### src/hdl/pwm16_pkg.sv
// package: register map, control fields and reset values of the pwm block
package pwm16_pkg;
  localparam logic [15:0] WAVEFORM_CONTROL_ADDR = 16'hA028;
  localparam logic [15:0] PERIOD_HIGH_ADDR = 16'hA029;
  localparam logic [15:0] PERIOD_LOW_ADDR = 16'hA02A;
  localparam logic [15:0] DUTY_HIGH_ADDR = 16'hA02B;
  localparam logic [15:0] DUTY_LOW_ADDR = 16'hA02C;
  localparam logic [7:0] BYTE_RESET = 8'h00;
  localparam logic [15:0] WORD_RESET = 16'h0000;
  localparam logic [2:0] PRESCALE_RESET = 3'h0;
  localparam int MODULE_ENABLE_BIT = 7;
  localparam int PRESCALE_HI_BIT = 6;
  localparam int PRESCALE_LO_BIT = 4;
  localparam int IDLE_LEVEL_BIT = 3;
  localparam int IRQ_ENABLE_BIT = 2;
  localparam int OUTPUT_INVERT_BIT = 1;
  localparam int RELOAD_FLAG_BIT = 0;

  // software-writable control fields
  typedef struct packed {
    logic module_enable;
    logic [2:0] prescale_select;
    logic idle_level;
    logic irq_enable;
    logic output_invert;
  } ctrl_t;

  localparam ctrl_t CTRL_RESET = '{1'b0, 3'h0, 1'b0, 1'b0, 1'b0};

  // register port request
  typedef struct packed {
    logic [15:0] addr;
    logic [7:0] wdata;
    logic wr;
    logic rd;
  } reg_req_t;
endpackage

### src/hdl/pwm16.sv
// 16-bit pwm generator with prescaler, staged period/duty and reload flag
//
// Functional notes
// - counter ticks at system clock divided by prescale_select plus one.
// - counter returns to zero on the tick after reaching period_value.
// - normal polarity: low below duty, high at or above duty.
// - output_invert set inverts the waveform while enabled; the idle level is output uninverted.
// - active duty loads from shadow only at counter reload.
// - duty bytes and period low staged; committed on period high write.
// - reload_flag sets on every reload to zero.
// - interrupt request is reload_flag gated by irq_enable.
// - writing one clears reload_flag; zero leaves it; set wins.
// - request drives shared_irq_line, shared with converter interrupt.
// - disabled: generation stops, output held at idle level.
// - period and duty each appear as high and low byte registers.
`timescale 1ns/100ps
module pwm16
  import pwm16_pkg::*;
(
  // clock and reset
  input wire logic clk_sys_i,
  input wire logic rst_n_i,
  // register port
  input wire logic [15:0] addr_i,
  input wire logic [7:0] wdata_i,
  input wire logic wr_i,
  input wire logic rd_i,
  output logic [7:0] rdata_o,
  // waveform and interrupt
  output logic waveform_out_o,
  output logic shared_irq_line_o
);

  ////////////////////////////////////////////////////////////////////////
  reg_req_t req;
  ctrl_t ctrl_q, ctrl_d;
  logic flag_q, flag_d;
  logic [15:0] period_q, period_d; // committed period
  logic [15:0] duty_sh_q, duty_sh_d; // committed shadow duty
  logic [15:0] duty_act_q, duty_act_d; // duty in use by comparator
  logic [7:0] per_lo_tmp_q, per_lo_tmp_d;
  logic [7:0] duty_hi_tmp_q, duty_hi_tmp_d;
  logic [7:0] duty_lo_tmp_q, duty_lo_tmp_d;
  logic [2:0] pre_q, pre_d;
  logic [15:0] cnt_q, cnt_d;
  logic out_q, out_d;
  logic [7:0] rdata_q, rdata_d;
  logic tick, reload;

  assign req = '{addr_i, wdata_i, wr_i, rd_i};

  ////////////////////////////////////////////////////////////////////////
  // register writes, staging and flag
  always_comb begin
    ctrl_d = ctrl_q;
    flag_d = flag_q;
    period_d = period_q;
    duty_sh_d = duty_sh_q;
    per_lo_tmp_d = per_lo_tmp_q;
    duty_hi_tmp_d = duty_hi_tmp_q;
    duty_lo_tmp_d = duty_lo_tmp_q;
    if (req.wr) begin
      case (req.addr)
        WAVEFORM_CONTROL_ADDR: begin
          ctrl_d.module_enable = req.wdata[MODULE_ENABLE_BIT];
          ctrl_d.prescale_select =
            req.wdata[PRESCALE_HI_BIT:PRESCALE_LO_BIT];
          ctrl_d.idle_level = req.wdata[IDLE_LEVEL_BIT];
          ctrl_d.irq_enable = req.wdata[IRQ_ENABLE_BIT];
          ctrl_d.output_invert = req.wdata[OUTPUT_INVERT_BIT];
          if (req.wdata[RELOAD_FLAG_BIT]) begin
            flag_d = 1'b0;
          end
        end
        PERIOD_LOW_ADDR: per_lo_tmp_d = req.wdata;
        DUTY_HIGH_ADDR: duty_hi_tmp_d = req.wdata;
        DUTY_LOW_ADDR: duty_lo_tmp_d = req.wdata;
        PERIOD_HIGH_ADDR: begin
          // commit everything staged together
          period_d = {req.wdata, per_lo_tmp_q};
          duty_sh_d = {duty_hi_tmp_q, duty_lo_tmp_q};
        end
        default: ;
      endcase
    end
    if (reload) begin
      flag_d = 1'b1;
    end
  end

  always_ff @(posedge clk_sys_i or negedge rst_n_i) begin
    if (!rst_n_i) begin
      ctrl_q <= CTRL_RESET;
      flag_q <= 1'b0;
      period_q <= WORD_RESET;
      duty_sh_q <= WORD_RESET;
      per_lo_tmp_q <= BYTE_RESET;
      duty_hi_tmp_q <= BYTE_RESET;
      duty_lo_tmp_q <= BYTE_RESET;
    end else begin
      ctrl_q <= ctrl_d;
      flag_q <= flag_d;
      period_q <= period_d;
      duty_sh_q <= duty_sh_d;
      per_lo_tmp_q <= per_lo_tmp_d;
      duty_hi_tmp_q <= duty_hi_tmp_d;
      duty_lo_tmp_q <= duty_lo_tmp_d;
    end
  end

  ////////////////////////////////////////////////////////////////////////
  // prescaler, counter, active duty and output
  assign tick = ctrl_q.module_enable &&
                (pre_q == ctrl_q.prescale_select);
  assign reload = tick && (cnt_q == period_q);

  always_comb begin
    pre_d = pre_q;
    cnt_d = cnt_q;
    duty_act_d = duty_act_q;
    if (!ctrl_q.module_enable) begin
      pre_d = PRESCALE_RESET;
      cnt_d = WORD_RESET;
    end else begin
      if (tick) begin
        pre_d = PRESCALE_RESET;
      end else begin
        pre_d = pre_q + 3'h1;
      end
      if (reload) begin
        cnt_d = WORD_RESET;
        duty_act_d = duty_sh_q;
      end else if (tick) begin
        cnt_d = cnt_q + 16'h0001;
      end
    end
    if (!ctrl_q.module_enable) begin
      out_d = ctrl_q.idle_level;
    end else begin
      out_d = (cnt_q >= duty_act_q) ^ ctrl_q.output_invert;
    end
  end

  always_ff @(posedge clk_sys_i or negedge rst_n_i) begin
    if (!rst_n_i) begin
      pre_q <= PRESCALE_RESET;
      cnt_q <= WORD_RESET;
      duty_act_q <= WORD_RESET;
      out_q <= 1'b0;
    end else begin
      pre_q <= pre_d;
      cnt_q <= cnt_d;
      duty_act_q <= duty_act_d;
      out_q <= out_d;
    end
  end

  ////////////////////////////////////////////////////////////////////////
  // read data, one cycle after the read strobe
  always_comb begin
    rdata_d = BYTE_RESET;
    if (req.rd) begin
      case (req.addr)
        WAVEFORM_CONTROL_ADDR: rdata_d = {ctrl_q.module_enable,
          ctrl_q.prescale_select, ctrl_q.idle_level, ctrl_q.irq_enable,
          ctrl_q.output_invert, flag_q};
        PERIOD_HIGH_ADDR: rdata_d = period_q[15:8];
        PERIOD_LOW_ADDR: rdata_d = per_lo_tmp_q;
        DUTY_HIGH_ADDR: rdata_d = duty_hi_tmp_q;
        DUTY_LOW_ADDR: rdata_d = duty_lo_tmp_q;
        default: rdata_d = BYTE_RESET;
      endcase
    end
  end

  always_ff @(posedge clk_sys_i or negedge rst_n_i) begin
    if (!rst_n_i) begin
      rdata_q <= BYTE_RESET;
    end else begin
      rdata_q <= rdata_d;
    end
  end

  ////////////////////////////////////////////////////////////////////////
  // outputs
  assign rdata_o = rdata_q;
  assign waveform_out_o = out_q;
  assign shared_irq_line_o = flag_q & ctrl_q.irq_enable;

  ////////////////////////////////////////////////////////////////////////
  // checks
  reload_sets_flag_a: assert property (
    @(posedge clk_sys_i) disable iff (!rst_n_i)
    reload |=> flag_q)
    else $error("reload did not set flag");

  flag_clear_a: assert property (
    @(posedge clk_sys_i) disable iff (!rst_n_i)
    (req.wr && req.addr == WAVEFORM_CONTROL_ADDR &&
     req.wdata[RELOAD_FLAG_BIT] && !reload) |=> !flag_q)
    else $error("flag not cleared by write of one");

  flag_hold_a: assert property (
    @(posedge clk_sys_i) disable iff (!rst_n_i)
    (flag_q && !(req.wr && req.addr == WAVEFORM_CONTROL_ADDR &&
     req.wdata[RELOAD_FLAG_BIT])) |=> flag_q)
    else $error("flag lost without clear");

  irq_gate_a: assert property (
    @(posedge clk_sys_i) disable iff (!rst_n_i)
    shared_irq_line_o == (flag_q && ctrl_q.irq_enable))
    else $error("irq not gated by enable");

  counter_wrap_a: assert property (
    @(posedge clk_sys_i) disable iff (!rst_n_i)
    reload |=> cnt_q == 16'h0000)
    else $error("counter did not wrap to zero");

  // a period commit may shrink the bound, so that edge is left out
  counter_bound_a: assert property (
    @(posedge clk_sys_i) disable iff (!rst_n_i)
    (ctrl_q.module_enable && $stable(period_q) && cnt_q <= period_q &&
     !(req.wr && req.addr == PERIOD_HIGH_ADDR)) |=> cnt_q <= period_q)
    else $error("counter passed period");

  prescale_step_a: assert property (
    @(posedge clk_sys_i) disable iff (!rst_n_i)
    (ctrl_q.module_enable && !tick && $stable(ctrl_q)) |=>
    $stable(cnt_q))
    else $error("counter moved without tick");

  disabled_out_a: assert property (
    @(posedge clk_sys_i) disable iff (!rst_n_i)
    !ctrl_q.module_enable |=> waveform_out_o == $past(ctrl_q.idle_level)
    && cnt_q == 16'h0000)
    else $error("disabled output not idle level");

  compare_out_a: assert property (
    @(posedge clk_sys_i) disable iff (!rst_n_i)
    ctrl_q.module_enable |=> waveform_out_o ==
    (($past(cnt_q) >= $past(duty_act_q)) ^ $past(ctrl_q.output_invert)))
    else $error("waveform compare wrong");

  duty_stable_a: assert property (
    @(posedge clk_sys_i) disable iff (!rst_n_i)
    !reload |=> $stable(duty_act_q))
    else $error("active duty changed mid cycle");

  staged_commit_a: assert property (
    @(posedge clk_sys_i) disable iff (!rst_n_i)
    !(req.wr && req.addr == PERIOD_HIGH_ADDR) |=>
    $stable(period_q) && $stable(duty_sh_q))
    else $error("commit without period high write");

  // commit copies the staged bytes, not the bus byte of another address
  commit_values_a: assert property (
    @(posedge clk_sys_i) disable iff (!rst_n_i)
    (req.wr && req.addr == PERIOD_HIGH_ADDR) |=>
    period_q == {$past(wdata_i), $past(per_lo_tmp_q)} &&
    duty_sh_q == {$past(duty_hi_tmp_q), $past(duty_lo_tmp_q)})
    else $error("commit values wrong");

  // shadow duty reaches the comparator at the reload edge
  duty_load_a: assert property (
    @(posedge clk_sys_i) disable iff (!rst_n_i)
    reload |=> duty_act_q == $past(duty_sh_q))
    else $error("active duty not loaded at reload");

  // counter steps by exactly one between reloads
  counter_step_a: assert property (
    @(posedge clk_sys_i) disable iff (!rst_n_i)
    (tick && !reload) |=> cnt_q == $past(cnt_q) + 16'h0001)
    else $error("counter did not advance by one");

  // with a nonzero prescale two ticks never come back to back
  tick_spacing_a: assert property (
    @(posedge clk_sys_i) disable iff (!rst_n_i)
    (tick && ctrl_q.prescale_select != PRESCALE_RESET &&
     !(req.wr && req.addr == WAVEFORM_CONTROL_ADDR)) |=> !tick)
    else $error("prescaled ticks too close");

  // inverted polarity written in its own form, high below duty
  invert_out_a: assert property (
    @(posedge clk_sys_i) disable iff (!rst_n_i)
    (ctrl_q.module_enable && ctrl_q.output_invert) |=>
    waveform_out_o == ($past(cnt_q) < $past(duty_act_q)))
    else $error("inverted output wrong");

  ////////////////////////////////////////////////////////////////////////
  // read port checks
  read_idle_a: assert property (
    @(posedge clk_sys_i) disable iff (!rst_n_i)
    !req.rd |=> rdata_o == BYTE_RESET)
    else $error("read data not zero after idle cycle");

  read_period_a: assert property (
    @(posedge clk_sys_i) disable iff (!rst_n_i)
    (req.rd && req.addr == PERIOD_HIGH_ADDR) |=>
    rdata_o == ($past(period_q) >> 8))
    else $error("period high read wrong");

  read_flag_a: assert property (
    @(posedge clk_sys_i) disable iff (!rst_n_i)
    (req.rd && req.addr == WAVEFORM_CONTROL_ADDR) |=>
    rdata_o[RELOAD_FLAG_BIT] == $past(flag_q))
    else $error("flag read wrong");

endmodule // pwm16

### config.mk
export PLATFORM = sky130hd
export DESIGN_NAME = pwm16
export DESIGN_NICKNAME = d
export VERILOG_FILES = /design/src/hdl/pwm16_pkg.sv /design/src/hdl/pwm16.sv
export SDC_FILE = /design/constraint.sdc
export NUM_CORES = 1
export LEC_CHECK = 0
export ABC_AREA = 1
export BUFFER_PORTS_ARGS = -buffer_cell sky130_fd_sc_hd__buf_2
export CAP_MARGIN = 0
export CELL_PAD_IN_SITES_DETAIL_PLACEMENT = 0
export CELL_PAD_IN_SITES_GLOBAL_PLACEMENT = 1
export CORE_ASPECT_RATIO = 0.9
export CORE_MARGIN = 1.5
export CORE_UTILIZATION = 46
export DETAILED_ROUTE_END_ITERATION = 10
export PLACE_DENSITY_LB_ADDON = 0.1
export SLEW_MARGIN = 25
export SYNTH_ARGS = -nofsm -noshare
export SYNTH_HDL_FRONTEND = slang
export SYNTH_SLANG_ARGS = --single-unit
### constraint.sdc
create_clock -name clk_sys_i -period 2.1 [get_ports clk_sys_i]
set_input_delay 0 -clock clk_sys_i [delete_from_list [all_inputs] [get_ports clk_sys_i]]
set_output_delay 0 -clock clk_sys_i [all_outputs]
set_load 0.05 [all_outputs]
======== Word level (Yosys, flattened, before mapping) ========
Cells that the tools add are included.
word-level totals
  flip-flop bits (word level) ............. 108
  bits of input ports ..................... 28
  output and inout port bits .............. 10
  word-level logic and storage cells ...... 53
operators by class
  $add $sub $neg .......................... 2
  $lt $le $gt $ge ......................... 1
  equal/unequal tests ..................... 8
  muxes and demuxes ....................... 12
  bitwise logic cells ..................... 2
  reduce and logical (&&, ||, !) cells .... 12
operator list
  operator               count
  $eq 16x16->1 const B   5
  $mux 16                3
  $pmux 8 s5             1
  $add 16x1->16 const B  1
  $eq 16x16->1           1
  $ge 16x16->1           1
  $reduce_and 2->1       6
  $mux 8                 1
  $mux 3                 2
  $reduce_bool 2->1      3
  $mux 1                 5
  $add 3x1->3 const B    1
  $eq 3x3->1             1
  $ne 3x1->1 const B     1
  $reduce_and 3->1       1
  $logic_and 1x1->1      2
  $and 1x1->1            1
  $xor 1x1->1            1

======== Longest topological paths before layout ========
Gate-level depths: netlist of the first run.
  depth in word-level cells ............... 5
  gate-level depth with buffers ........... 13
  depth with buffers taken out ............ 13

======== Worst setup path after synthesis of the first run ========
No wires, ideal clock.
  path kind ............................... reg2reg
  start ................................... reg ctrl_q[3] (netlist bit)
  end ..................................... reg duty_act_q[10]
  setup time .............................. 126 ps
  data arrival time ....................... 1,402 ps
  data required time ...................... 1,974 ps
  slack ................................... 572 ps
  stages on the path, launching flop included .. 8
  buffers on the path ..................... 1
  clock period less this slack ............ 1,528 ps
  path through ............................ dfrtp_1 xnor2_1 nand3_1 nor2_1 inv_1 nor2_4 buf_2 o21ai_0
on the way
  cells in the longest elaborated chain, start to end .. 4
RTL lines
  what                               line          RTL
  start, declared                    pwm16.sv:36   ctrl_t ctrl_q, ctrl_d;
  start signal, assigned             pwm16.sv:101  ctrl_q <= ctrl_d;
  $eq 3x3->1                         pwm16.sv:114  (pre_q == ctrl_q.prescale_select);
  $logic_and 1x1->1                  pwm16.sv:113  assign tick = ctrl_q.module_enable &&
  $logic_and 1x1->1                  pwm16.sv:115  assign reload = tick && (cnt_q == period_q);
  $reduce_and 2->1 (no source line)  --
  end signal, assigned               pwm16.sv:153  duty_act_q <= duty_act_d;
  end, declared                      pwm16.sv:40   logic [15:0] duty_act_q, duty_act_d;
Every way passes these cells.
A chain may end at the register's enable or synchronous reset.

======== Worst setup path in the final report of the first run ========
  start ................................... reg cnt_q[10]
  end ..................................... reg out_q, in the netlist waveform_out_o
on the way
  cells in the longest elaborated chain, start to end .. 3
RTL lines
  what                    line          RTL
  start, declared         pwm16.sv:45   logic [15:0] cnt_q, cnt_d;
  start signal, assigned  pwm16.sv:152  cnt_q <= cnt_d;
  $ge 16x16->1            pwm16.sv:140  out_d = (cnt_q >= duty_act_q) ^ ctrl_q.output_invert;
  $xor 1x1->1             pwm16.sv:140
  $mux 1                  pwm16.sv:137  if (!ctrl_q.module_enable) begin
  via out_d               pwm16.sv:46   logic out_q, out_d;
  end signal, assigned    pwm16.sv:154  out_q <= out_d;
  end, declared           pwm16.sv:46
The timed path passes the listed nets, and every way through them passes these cells.

==> flow_metrics.env, run 1 <==
export IMPL_yosys_most_used_dff="dfrtp_1"
export IMPL_grt_usage_pct=23.7
export IMPL_clock_skew_ns=0.00980
export IMPL_setup_slack_ns=0.251
export IMPL_synth_top_cell_area_share_pct=47.7
export IMPL_period_needed_ns=1.85
export IMPL_seq_area_frac_synth_pct=47.7
export IMPL_ant_nets=0
export IMPL_viasPerCell=4.87
export IMPL_reg2reg_from="cnt_q[10]"
export IMPL_hp_class="input pin to flip-flop"
export IMPL_max_cap_violations=0
export IMPL_syn_cell_area_sq_um=5660
export IMPL_ys_ff_latch=108
export IMPL_path_clk_slew_ns=0.08
export IMPL_dp_hpwl_um=10400
export IMPL_critPathRequiredTime_ns=2.35
export IMPL_num_rows=38
export IMPL_route_met2_wl_um=6450
export IMPL_startpoint="cnt_q[10]"
export IMPL_routed_top_layer="met4"
export IMPL_antenna_found_initial=0
export IMPL_cts_buffer_depth=2
export IMPL_drt_wl_total_um=13900
export IMPL_root_buffer="clkbuf_16"
export IMPL_endpoint_kind="flip-flop"
export IMPL_die_h_um=108
export IMPL_clock_sinks=108
export IMPL_syn_to_final_growth_pct=13.7
export IMPL_synth_fp_nets=738
export IMPL_relSlewSlack_pct=46.3
export IMPL_cp_start_kind="flip-flop"
export IMPL_p_sw_share_pct=23.3
export IMPL_grt_pass1_wl_um=23300
export IMPL_yosysMostFrequentCell="nand2_1"
export IMPL_pre_cts_ws_ns=0.216
export IMPL_synth_commonest_cells="nand2_1 (179), dfrtp_1 (108), inv_1 (97)"
export IMPL_dieWidth_um=120
export IMPL_synth_edff_count=0
export IMPL_ioPinCount=38
export IMPL_rsz0062_at_grt="false"
export IMPL_r2r_slack_ns=0.25
export IMPL_initial_core_util_pct=47.1
export IMPL_avgSynthCellArea_sq_um=8.18
export IMPL_yosysWarnings=0
export IMPL_drive_gt1_share_pct=13.6
export IMPL_power_density_nw_per_um2=621
export IMPL_setup_viol=0
export IMPL_critPathKind="flip-flop to flip-flop"
export IMPL_clk_latency_ns=0.36
export IMPL_clkPwrFrac_pct=44.4
export IMPL_drtIter0Drc=294
export IMPL_worst_pin_slew_ns=0.806
export IMPL_gp_congestion=0.821
export IMPL_synth_async_reset_ratio_pct=100
export IMPL_timing_final_crit_share_pct=88.1
export IMPL_postCtsResizedCells=0
export IMPL_vias=4403
export IMPL_intPower_mw=3.07
export IMPL_r2r_end="waveform_out_o"
export IMPL_power_mw=4.00
export IMPL_ir_drop_v=0.000365
export IMPL_dpl_cell_count=880
export IMPL_outcome="completed"
export IMPL_fmax_ghz=0.541
export IMPL_grt_max_degree=49
export IMPL_htree_levels=3
export IMPL_cp_max_fo=5
export IMPL_yosysUniqueCellTypes=31
export IMPL_core_area_sq_um=12000
export IMPL_port_buffers=37
export IMPL_n_antenna_cell=0
export IMPL_first_global_vias=4398
export IMPL_synth_area_top_cells="dfrtp_1 (48%), nand2_1 (12%), o21ai_0 (6.9%)"
export IMPL_m1WireLength_um=6830
export IMPL_nets=786
export IMPL_power_frac_seq_pct=52.0
export IMPL_p_leak_nw=3.29
export IMPL_overflow=0
export IMPL_totalNegativeSetupSlack_ns=0
export IMPL_drc=0
export IMPL_hold_ws_ns=0.0338
export IMPL_switchingPower_mw=0.932
export IMPL_dieArea_sq_um=13000
export IMPL_reg2reg_depth=9
export IMPL_yosysTopAreaCell="dfrtp_1"
export IMPL_dr_pass1_iters=5
export IMPL_cts_buffers=9
export IMPL_wl_met3_um=419
export IMPL_endpoint="waveform_out_o"
export IMPL_crit_arrival_ns=2.10
export IMPL_p_comb_share_pct=3.6
export IMPL_syn_inst=692
export IMPL_final_cell_count_no_fill=905
export IMPL_cts_tree="built"
export IMPL_hold_viol=0
export IMPL_drv_slew=0
export IMPL_wl_per_cell_um=15.4
cells in the final DEF (no fill, tap or decap), types with 2 or more instances in the layout:
master / instances
ha_1: 18
buf_4: 11
nand4_4: 3
nand2_2: 6
nor2_1: 70
inv_6: 2
nand2_1: 179
or2_1: 2
inv_1: 97
dfrtp_1: 108
nand3_1: 30
nor3_1: 3
xor2_1: 8
nor2_4: 6
nor4_1: 3
nand4_1: 9
dlygate4sd3_1: 9
clkinvlp_4: 2
buf_12: 2
xnor2_1: 19
o21ai_0: 78
clkbuf_16: 9
buf_2: 36
o21ai_2: 15
a21oi_1: 9
critical path, stage by stage, from the launching register on:
cell	delay, ns
dfrtp_1	0.45
buf_4	0.19
ha_1	0.27
nand2_1	0.06
nor4_1	0.35
nand2_1	0.15
nand2_1	0.08
nand2_1	0.04
nand3_1	0.08
nand2_1	0.07
worst min-delay path by stage:
stage,endpoint,slack [ns],start,depth (start not counted)
after floorplan,cnt_q[0],-0.30,rst_n_i,0
after global placement,duty_act_q[11],0.06,rst_n_i,1
after detailed placement,duty_act_q[11],0.07,rst_n_i,1
after CTS,rdata_o[4],0.02,rd_i,4
after global routing,rdata_o[1],0.04,rd_i,4
final,rdata_o[4],0.03,rd_i,4
power by group through the flow:
stage	clock [mW]	combinational, mW	sequential [mW]
floorplan	0	0.0359	2.12
global placement	0	0.133	2.12
detailed placement	0	0.136	2.12
CTS	1.83	0.149	2.08
global route	1.92	0.163	2.08
finish	1.78	0.144	2.08
flip-flops by register name, indices dropped and copies added (netlist names):
signal	flops
period_q	16
rdata_o	8
duty_lo_tmp_q	8
duty_act_q	16
ctrl_q	7
cnt_q	16
duty_hi_tmp_q	8
per_lo_tmp_q	8
pre_q	3
waveform_out_o	1
flag_q	1
duty_sh_q	16
kinds of logic after synthesis:
kind of cell | Yosys count | share of synthesized area, %
fa+ha+maj | 18 | 3.98
compound gates | 105 | 10.6
buf+inv | 119 | 8.75
flops | 108 | 47.7
simple gates | 315 | 24.7
xor+xnor | 27 | 4.18
area by class of cell:
type | instances | area [sq um]
clock buffers | 9 | 225
clock inverters | 7 | 82.6
fillers | 1156 | 5590
inverters | 98 | 368
multi-input cells | 465 | 2460
flip-flops and latches | 108 | 2700
well taps | 160 | 200
repair buffers | 58 | 393
per-stage QoR:
| stage | util, % | cell area, sq um |
|---|---|---|
| 2_1_floorplan | - | 5660 |
| 3_3_place_gp | 50.2 | 6040 |
| 3_5_place_dp | 50.2 | 6040 |
| 4_1_cts | 53.5 | 6440 |
| 5_1_grt | 53.5 | 6440 |
| 6_report | 53.5 | 6440 |
metal layers:
layer / global-route usage, % / up-vias
li1: - / 2267
met1: 32.4 / 2051
met2: 38.2 / 66
met3: 5.17 / 19
met4: 6.97 / 0
met5: 0 / -
what timing repair did:
action / 4_1_cts / 5_1_grt
hold endpoints to repair: 70 / 0
hold buffers: 9 / 0
buffers inserted: 0 / 0
Note: power is estimated with default switching activity, not from simulation.
==> run 2: changes to the inputs <==
Settings changed: ABC_CLOCK_PERIOD_IN_PS set to 2100, MAX_ROUTING_LAYER set to met4.
==> run 2 against run 1 <==
Against the previous run:
- utilization stayed put
- non-clock buffer count is the same
- critical endpoint is now cnt_q[15]
- routed wire length grew 0.10%
- critical path type unchanged
==> flow_metrics.env, run 2 (synthesis results as in run 1) <==
export IMPL_ioPinCount=38
export IMPL_wl_per_cell_um=15.4
export IMPL_fmax_ghz=0.541
export IMPL_postCtsSetupRepairBufs=0
export IMPL_port_buffers=37
export IMPL_drt_wl_total_um=14000
export IMPL_r2r_end="cnt_q[15]"
export IMPL_worstHoldStart="rd_i"
export IMPL_syn_to_final_growth_pct=13.7
export IMPL_critPathKind="flip-flop to flip-flop"
export IMPL_worst_pin_slew_ns=0.783
export IMPL_grtUsageMet2_pct=38.1
export IMPL_critPathTopFamily="simple AND/OR/NAND/NOR gates"
export IMPL_drtIter0Drc=296
export IMPL_nets=786
export IMPL_cts_buffer_depth=2
export IMPL_power_density_nw_per_um2=621
export IMPL_globalRouteMet3Util_pct=5.12
export IMPL_initial_core_util_pct=47.1
export IMPL_path_clk_slew_ns=0.08
export IMPL_relSlewSlack_pct=47.8
export IMPL_cp_common_cell="nand2_1"
export IMPL_hold_viol=0
export IMPL_pre_cts_ws_ns=0.216
export IMPL_viasPerCell=4.84
export IMPL_p_leak_nw=3.29
export IMPL_htree_levels=3
export IMPL_cp_start_kind="flip-flop"
export IMPL_grt_max_degree=49
export IMPL_crit_arrival_ns=2.10
export IMPL_power_mw=3.99
export IMPL_critPathSlowestCell="dfrtp_1"
export IMPL_dieWidth_um=120
export IMPL_path_cells="xnor2_1, nand4_1, nor2_1, nand2_2, nand2_1, inv_1, nand2_1, nand2_1"
export IMPL_setup_viol=0
export IMPL_hp_class="input pin to flip-flop"
export IMPL_hold_path_end="rdata_o[4]"
export IMPL_final_common_cell="nand2_1"
export IMPL_grt_usage_pct=24.5
export IMPL_antenna_found_initial=0
export IMPL_final_cell_count_no_fill=905
export IMPL_drv_slew=0
export IMPL_clock_sinks=108
export IMPL_cp_max_fo=11
export IMPL_slowest_delay_ns=0.55
export IMPL_design_area_sq_um=6440
export IMPL_root_buffer="clkbuf_16"
export IMPL_grt_pass1_wl_um=23300
export IMPL_nFillCells=1156
export IMPL_top_usage_layer="met2"
export IMPL_critPathRequiredTime_ns=2.35
export IMPL_first_global_vias=4397
export IMPL_max_cap_violations=0
export IMPL_gp_congestion=0.833
export IMPL_dr_pass1_iters=5
export IMPL_mostFrequentLayoutCells="nand2_1 (179), dfrtp_1 (108), inv_1 (97), o21ai_0 (78), nor2_1 (70)"
export IMPL_clock_skew_ns=0.00676
export IMPL_holdPathStages=4
export IMPL_dpl_cell_area_sq_um=6040
export IMPL_overflow=0
export IMPL_reg2reg_from="cnt_q[11]"
export IMPL_dieArea_sq_um=13000
export IMPL_drive_gt1_share_pct=13.6
export IMPL_r2r_slack_ns=0.25
export IMPL_reg2reg_depth=8
export IMPL_n_antenna_cell=0
export IMPL_clk_latency_ns=0.36
export IMPL_core_area_sq_um=12000
export IMPL_met1_usage_pct=32.6
export IMPL_die_h_um=108
export IMPL_setup_slack_ns=0.250
export IMPL_cts_tree="built"
export IMPL_num_rows=38
export IMPL_outcome="completed"
export IMPL_rsz0062_at_grt="false"
export IMPL_cts_buffers=9
export IMPL_drc=0
export IMPL_timing_final_crit_share_pct=88.1
export IMPL_endpoint_kind="flip-flop"
export IMPL_dp_hpwl_um=10400
export IMPL_vias=4383
export IMPL_totalNegativeSetupSlack_ns=0
export IMPL_critPathBufInv=1
export IMPL_ant_nets=0
export IMPL_dpl_cell_count=880
export IMPL_ir_drop_v=0.000359
export IMPL_period_needed_ns=1.85
[run 2: cell counts in the layout (fill, tap and decap cells not counted)]
Identical to the previous run, type by type.
[run 2: worst max path at each step]
stage,startpoint,end,depth (start not counted)
4_1_cts,cnt_q[10],waveform_out_o,9
6_report,cnt_q[11],cnt_q[15],8
3_3_place_gp,cnt_q[10],waveform_out_o,9
5_1_grt,cnt_q[4],duty_act_q[4],9
2_1_floorplan,ctrl_q[3],duty_act_q[10],7
3_5_place_dp,cnt_q[10],waveform_out_o,9
[run 2: repair_timing]
item                       CTS  global route
resized for setup            0             0
hold buffers                 9             0
hold endpoints to repair    70             0
setup endpoints to repair    0             0
[run 2: per-stage QoR]
step	hold WS [ns]	utilization (%)
final	0.0353	53.5
after global routing	0.0387	53.5
after CTS	0.0235	53.5
after detailed placement	0.0681	50.2
after global placement	0.0579	50.2
after floorplan	-0.296	-
[run 2: layout make-up]
cell class / count / area (sq um) / share of cell area (%)
Sequential cell: 108 / 2700 / 42.0
Multi-Input combinational cell: 465 / 2460 / 38.3
Clock inverter: 7 / 82.6 / 1.28
Tap cell: 160 / 200 / 3.11
Clock buffer: 9 / 225 / 3.50
Inverter: 98 / 368 / 5.72
Timing Repair Buffer: 58 / 393 / 6.10
[run 2: power breakdown]
group          switching [mW]  total (mW)  internal (mW)
sequential           0.000425        2.08           2.08
clock                   0.827        1.77          0.945
combinational           0.100       0.145         0.0444
[run 2: tightest hold or removal path, stage by stage]
cell and delay (ns):
buf_2 0.10, a21boi_4 0.16, nand2_1 0.07, inv_1 0.03
[run 2: metal layers]
metal | up-vias | share of wire (%) | wire [um]
li1 | 2267 | - | -
met3 | 12 | 3.1 | 439
met1 | 2036 | 48 | 6770
met2 | 68 | 47 | 6560
met5 | - | 0 | 0
met4 | 0 | 1.3 | 186
==> run 3: changes to the inputs <==
Settings changed: ABC_AREA 1 to unset, CORE_UTILIZATION 46 to 50.
==> run 3 against run 2 <==
Against the previous run:
- clock-buffer cell count up 2
- critical endpoint is now cnt_q[8]
- final cell count shrank 31%
- register-to-register slack got worse by 0.16 ns
==> flow_metrics.env, run 3 <==
export IMPL_yosysUniqueCellTypes=51
export IMPL_n_antenna_cell=0
export IMPL_clkPwrFrac_pct=44.8
export IMPL_nFillCells=882
export IMPL_worst_pin_slew_ns=0.551
export IMPL_p_comb_share_pct=3.0
export IMPL_nets=537
export IMPL_intPower_mw=3.13
export IMPL_critPathRequiredTime_ns=2.36
export IMPL_initial_core_util_pct=52.0
export IMPL_yosysWarnings=0
export IMPL_grt_max_degree=47
export IMPL_dieWidth_um=112
export IMPL_dr_pass1_iters=5
export IMPL_dpl_cell_area_sq_um=5870
export IMPL_viasPerCell=5.93
export IMPL_syn_cell_area_sq_um=5370
export IMPL_cp_start_kind="flip-flop"
export IMPL_synth_area_top_cells="dfrtp_1 (50%), mux2_2 (9.2%), mux2_4 (8.4%)"
export IMPL_cts_buffers=9
export IMPL_port_buffers=37
export IMPL_design_area_sq_um=6320
export IMPL_syn_inst=421
export IMPL_die_h_um=101
export IMPL_drive_gt1_share_pct=34.7
export IMPL_ioPinCount=38
export IMPL_power_density_nw_per_um2=631
export IMPL_yosys_most_used_dff="dfrtp_1"
export IMPL_antenna_found_initial=0
export IMPL_top_usage_layer="met2"
export IMPL_period_needed_ns=2.01
export IMPL_vias=3709
export IMPL_ir_drop_v=0.000421
export IMPL_clock_skew_ns=0.00709
export IMPL_endpoint_kind="flip-flop"
export IMPL_first_global_vias=3822
export IMPL_synth_top_cell_area_share_pct=50.3
export IMPL_drtIter0Drc=208
export IMPL_relSlewSlack_pct=63.3
export IMPL_p_leak_nw=3.19
export IMPL_dieArea_sq_um=11400
export IMPL_synth_fp_nets=467
export IMPL_cts_buffer_depth=2
export IMPL_drt_wl_total_um=12700
export IMPL_ant_nets=0
export IMPL_pre_cts_ws_ns=-0.131
export IMPL_crit_arrival_ns=2.28
export IMPL_root_buffer="clkbuf_16"
export IMPL_synth_edff_count=0
export IMPL_setup_slack_ns=0.0855
export IMPL_avgSynthCellArea_sq_um=12.8
export IMPL_synth_async_reset_ratio_pct=100
export IMPL_clock_sinks=108
export IMPL_cp_max_fo=25
export IMPL_switchingPower_mw=0.854
export IMPL_drc=0
export IMPL_dp_hpwl_um=9290
export IMPL_fmax_ghz=0.496
export IMPL_outcome="completed"
export IMPL_clk_latency_ns=0.35
export IMPL_critPathKind="flip-flop to flip-flop"
export IMPL_setup_viol=0
export IMPL_met1_usage_pct=34.0
export IMPL_drv_slew=0
export IMPL_hold_ws_ns=0.0158
export IMPL_hp_class="input pin to flip-flop"
export IMPL_yosysMostFrequentCell="dfrtp_1"
export IMPL_path_clk_slew_ns=0.07
export IMPL_grt_usage_pct=25.2
export IMPL_syn_to_final_growth_pct=17.6
export IMPL_ys_ff_latch=108
export IMPL_mostFrequentLayoutCells="dfrtp_1 (107), mux2_2 (44), buf_2 (36), mux2_4 (30), buf_4 (27)"
export IMPL_timing_final_crit_share_pct=95.9
export IMPL_final_common_cell="dfrtp_1"
export IMPL_num_rows=35
export IMPL_wl_per_cell_um=20.4
export IMPL_overflow=0
export IMPL_hold_viol=0
export IMPL_max_cap_violations=0
export IMPL_yosysTopAreaCell="dfrtp_1"
export IMPL_gp_congestion=0.870
export IMPL_htree_levels=3
export IMPL_synth_commonest_cells="dfrtp_1 (108), mux2_2 (44), mux2_4 (30)"
export IMPL_seq_area_frac_synth_pct=50.3
export IMPL_p_sw_share_pct=21.4
export IMPL_globalRouteMet3Util_pct=5.09
export IMPL_power_frac_seq_pct=52.2
export IMPL_grt_pass1_wl_um=21100
export IMPL_grtUsageMet2_pct=39.9
export IMPL_core_area_sq_um=10300
export IMPL_cts_tree="built"
[run 3: routing by layer]
layer	routed length, um	vias up
met2	6070	101
li1	-	1706
met1	5920	1887
met3	616	15
met4	121	0
met5	0	-
[run 3: cell type report]
| class | count | area [sq um] | area share, % |
|---|---|---|---|
| clock inverters | 5 | 67.6 | 1.07 |
| inverters | 24 | 90.1 | 1.43 |
| well taps | 129 | 161 | 2.55 |
| repair buffers | 74 | 513 | 8.12 |
| clock buffers | 11 | 253 | 4.00 |
| flip-flops and latches | 108 | 2700 | 42.8 |
| multi-input cells | 274 | 2530 | 40.0 |
[run 3: power groups by stage]
stage                     registers (mW)  clock network (mW)  logic, mW
after floorplan                     2.12                   0     0.0202
after global placement              2.12                   0      0.109
after detailed placement            2.12                   0      0.111
after CTS                           2.08                1.83      0.124
after global routing                2.08                1.90      0.136
final                               2.08                1.78      0.121
[run 3: cell families after synthesis]
group	after synthesis	synth area share (%)
xor+xnor	20	3.26
buf+inv	39	3.31
simple gates	86	10.9
flops	108	50.3
compound gates	68	8.85
fa+ha+maj	18	4.19
mux	82	19.2
[run 3: metrics by stage]
stage	utilization (%)	TNS [ns]	total power, mW	instances
2_1_floorplan	-	0	2.14	421
3_3_place_gp	56.8	0	2.23	599
3_5_place_dp	56.8	-0.131	2.23	599
4_1_cts	60.8	0	4.03	624
5_1_grt	61.1	-0.00143	4.11	625
6_report	61.1	0	3.98	625
[run 3: final timing paths]
check	from	end	slack, ns	cells past startpoint
min reg2reg	pre_q[0]	pre_q[0]	0.49	1
min in group asynchronous	rst_n_i	duty_sh_q[10]	0.19	2
max in group asynchronous	rst_n_i	rdata_o[4]	1.19	3
max	cnt_q[0]	cnt_q[8]	0.09	7
max reg2reg	cnt_q[0]	cnt_q[8]	0.09	7
min	wr_i	flag_q	0.02	3
[run 3: critical path, cell delays in order, from the launching register on]
cell and delay (ns):
dfrtp_1 0.42, buf_4 0.15, xor2_1 0.18, nor4_1 0.07
nand4_1 0.16, buf_4 0.30, or3b_2 0.47, a31oi_1 0.18
[run 3: what timing repair did]
item	4_1_cts	5_1_grt
endpoints found under the hold margin	77	0
setup endpoints to repair	1	2
hold buffers	9	0
gates resized for setup	2	4
buffers inserted	0	1
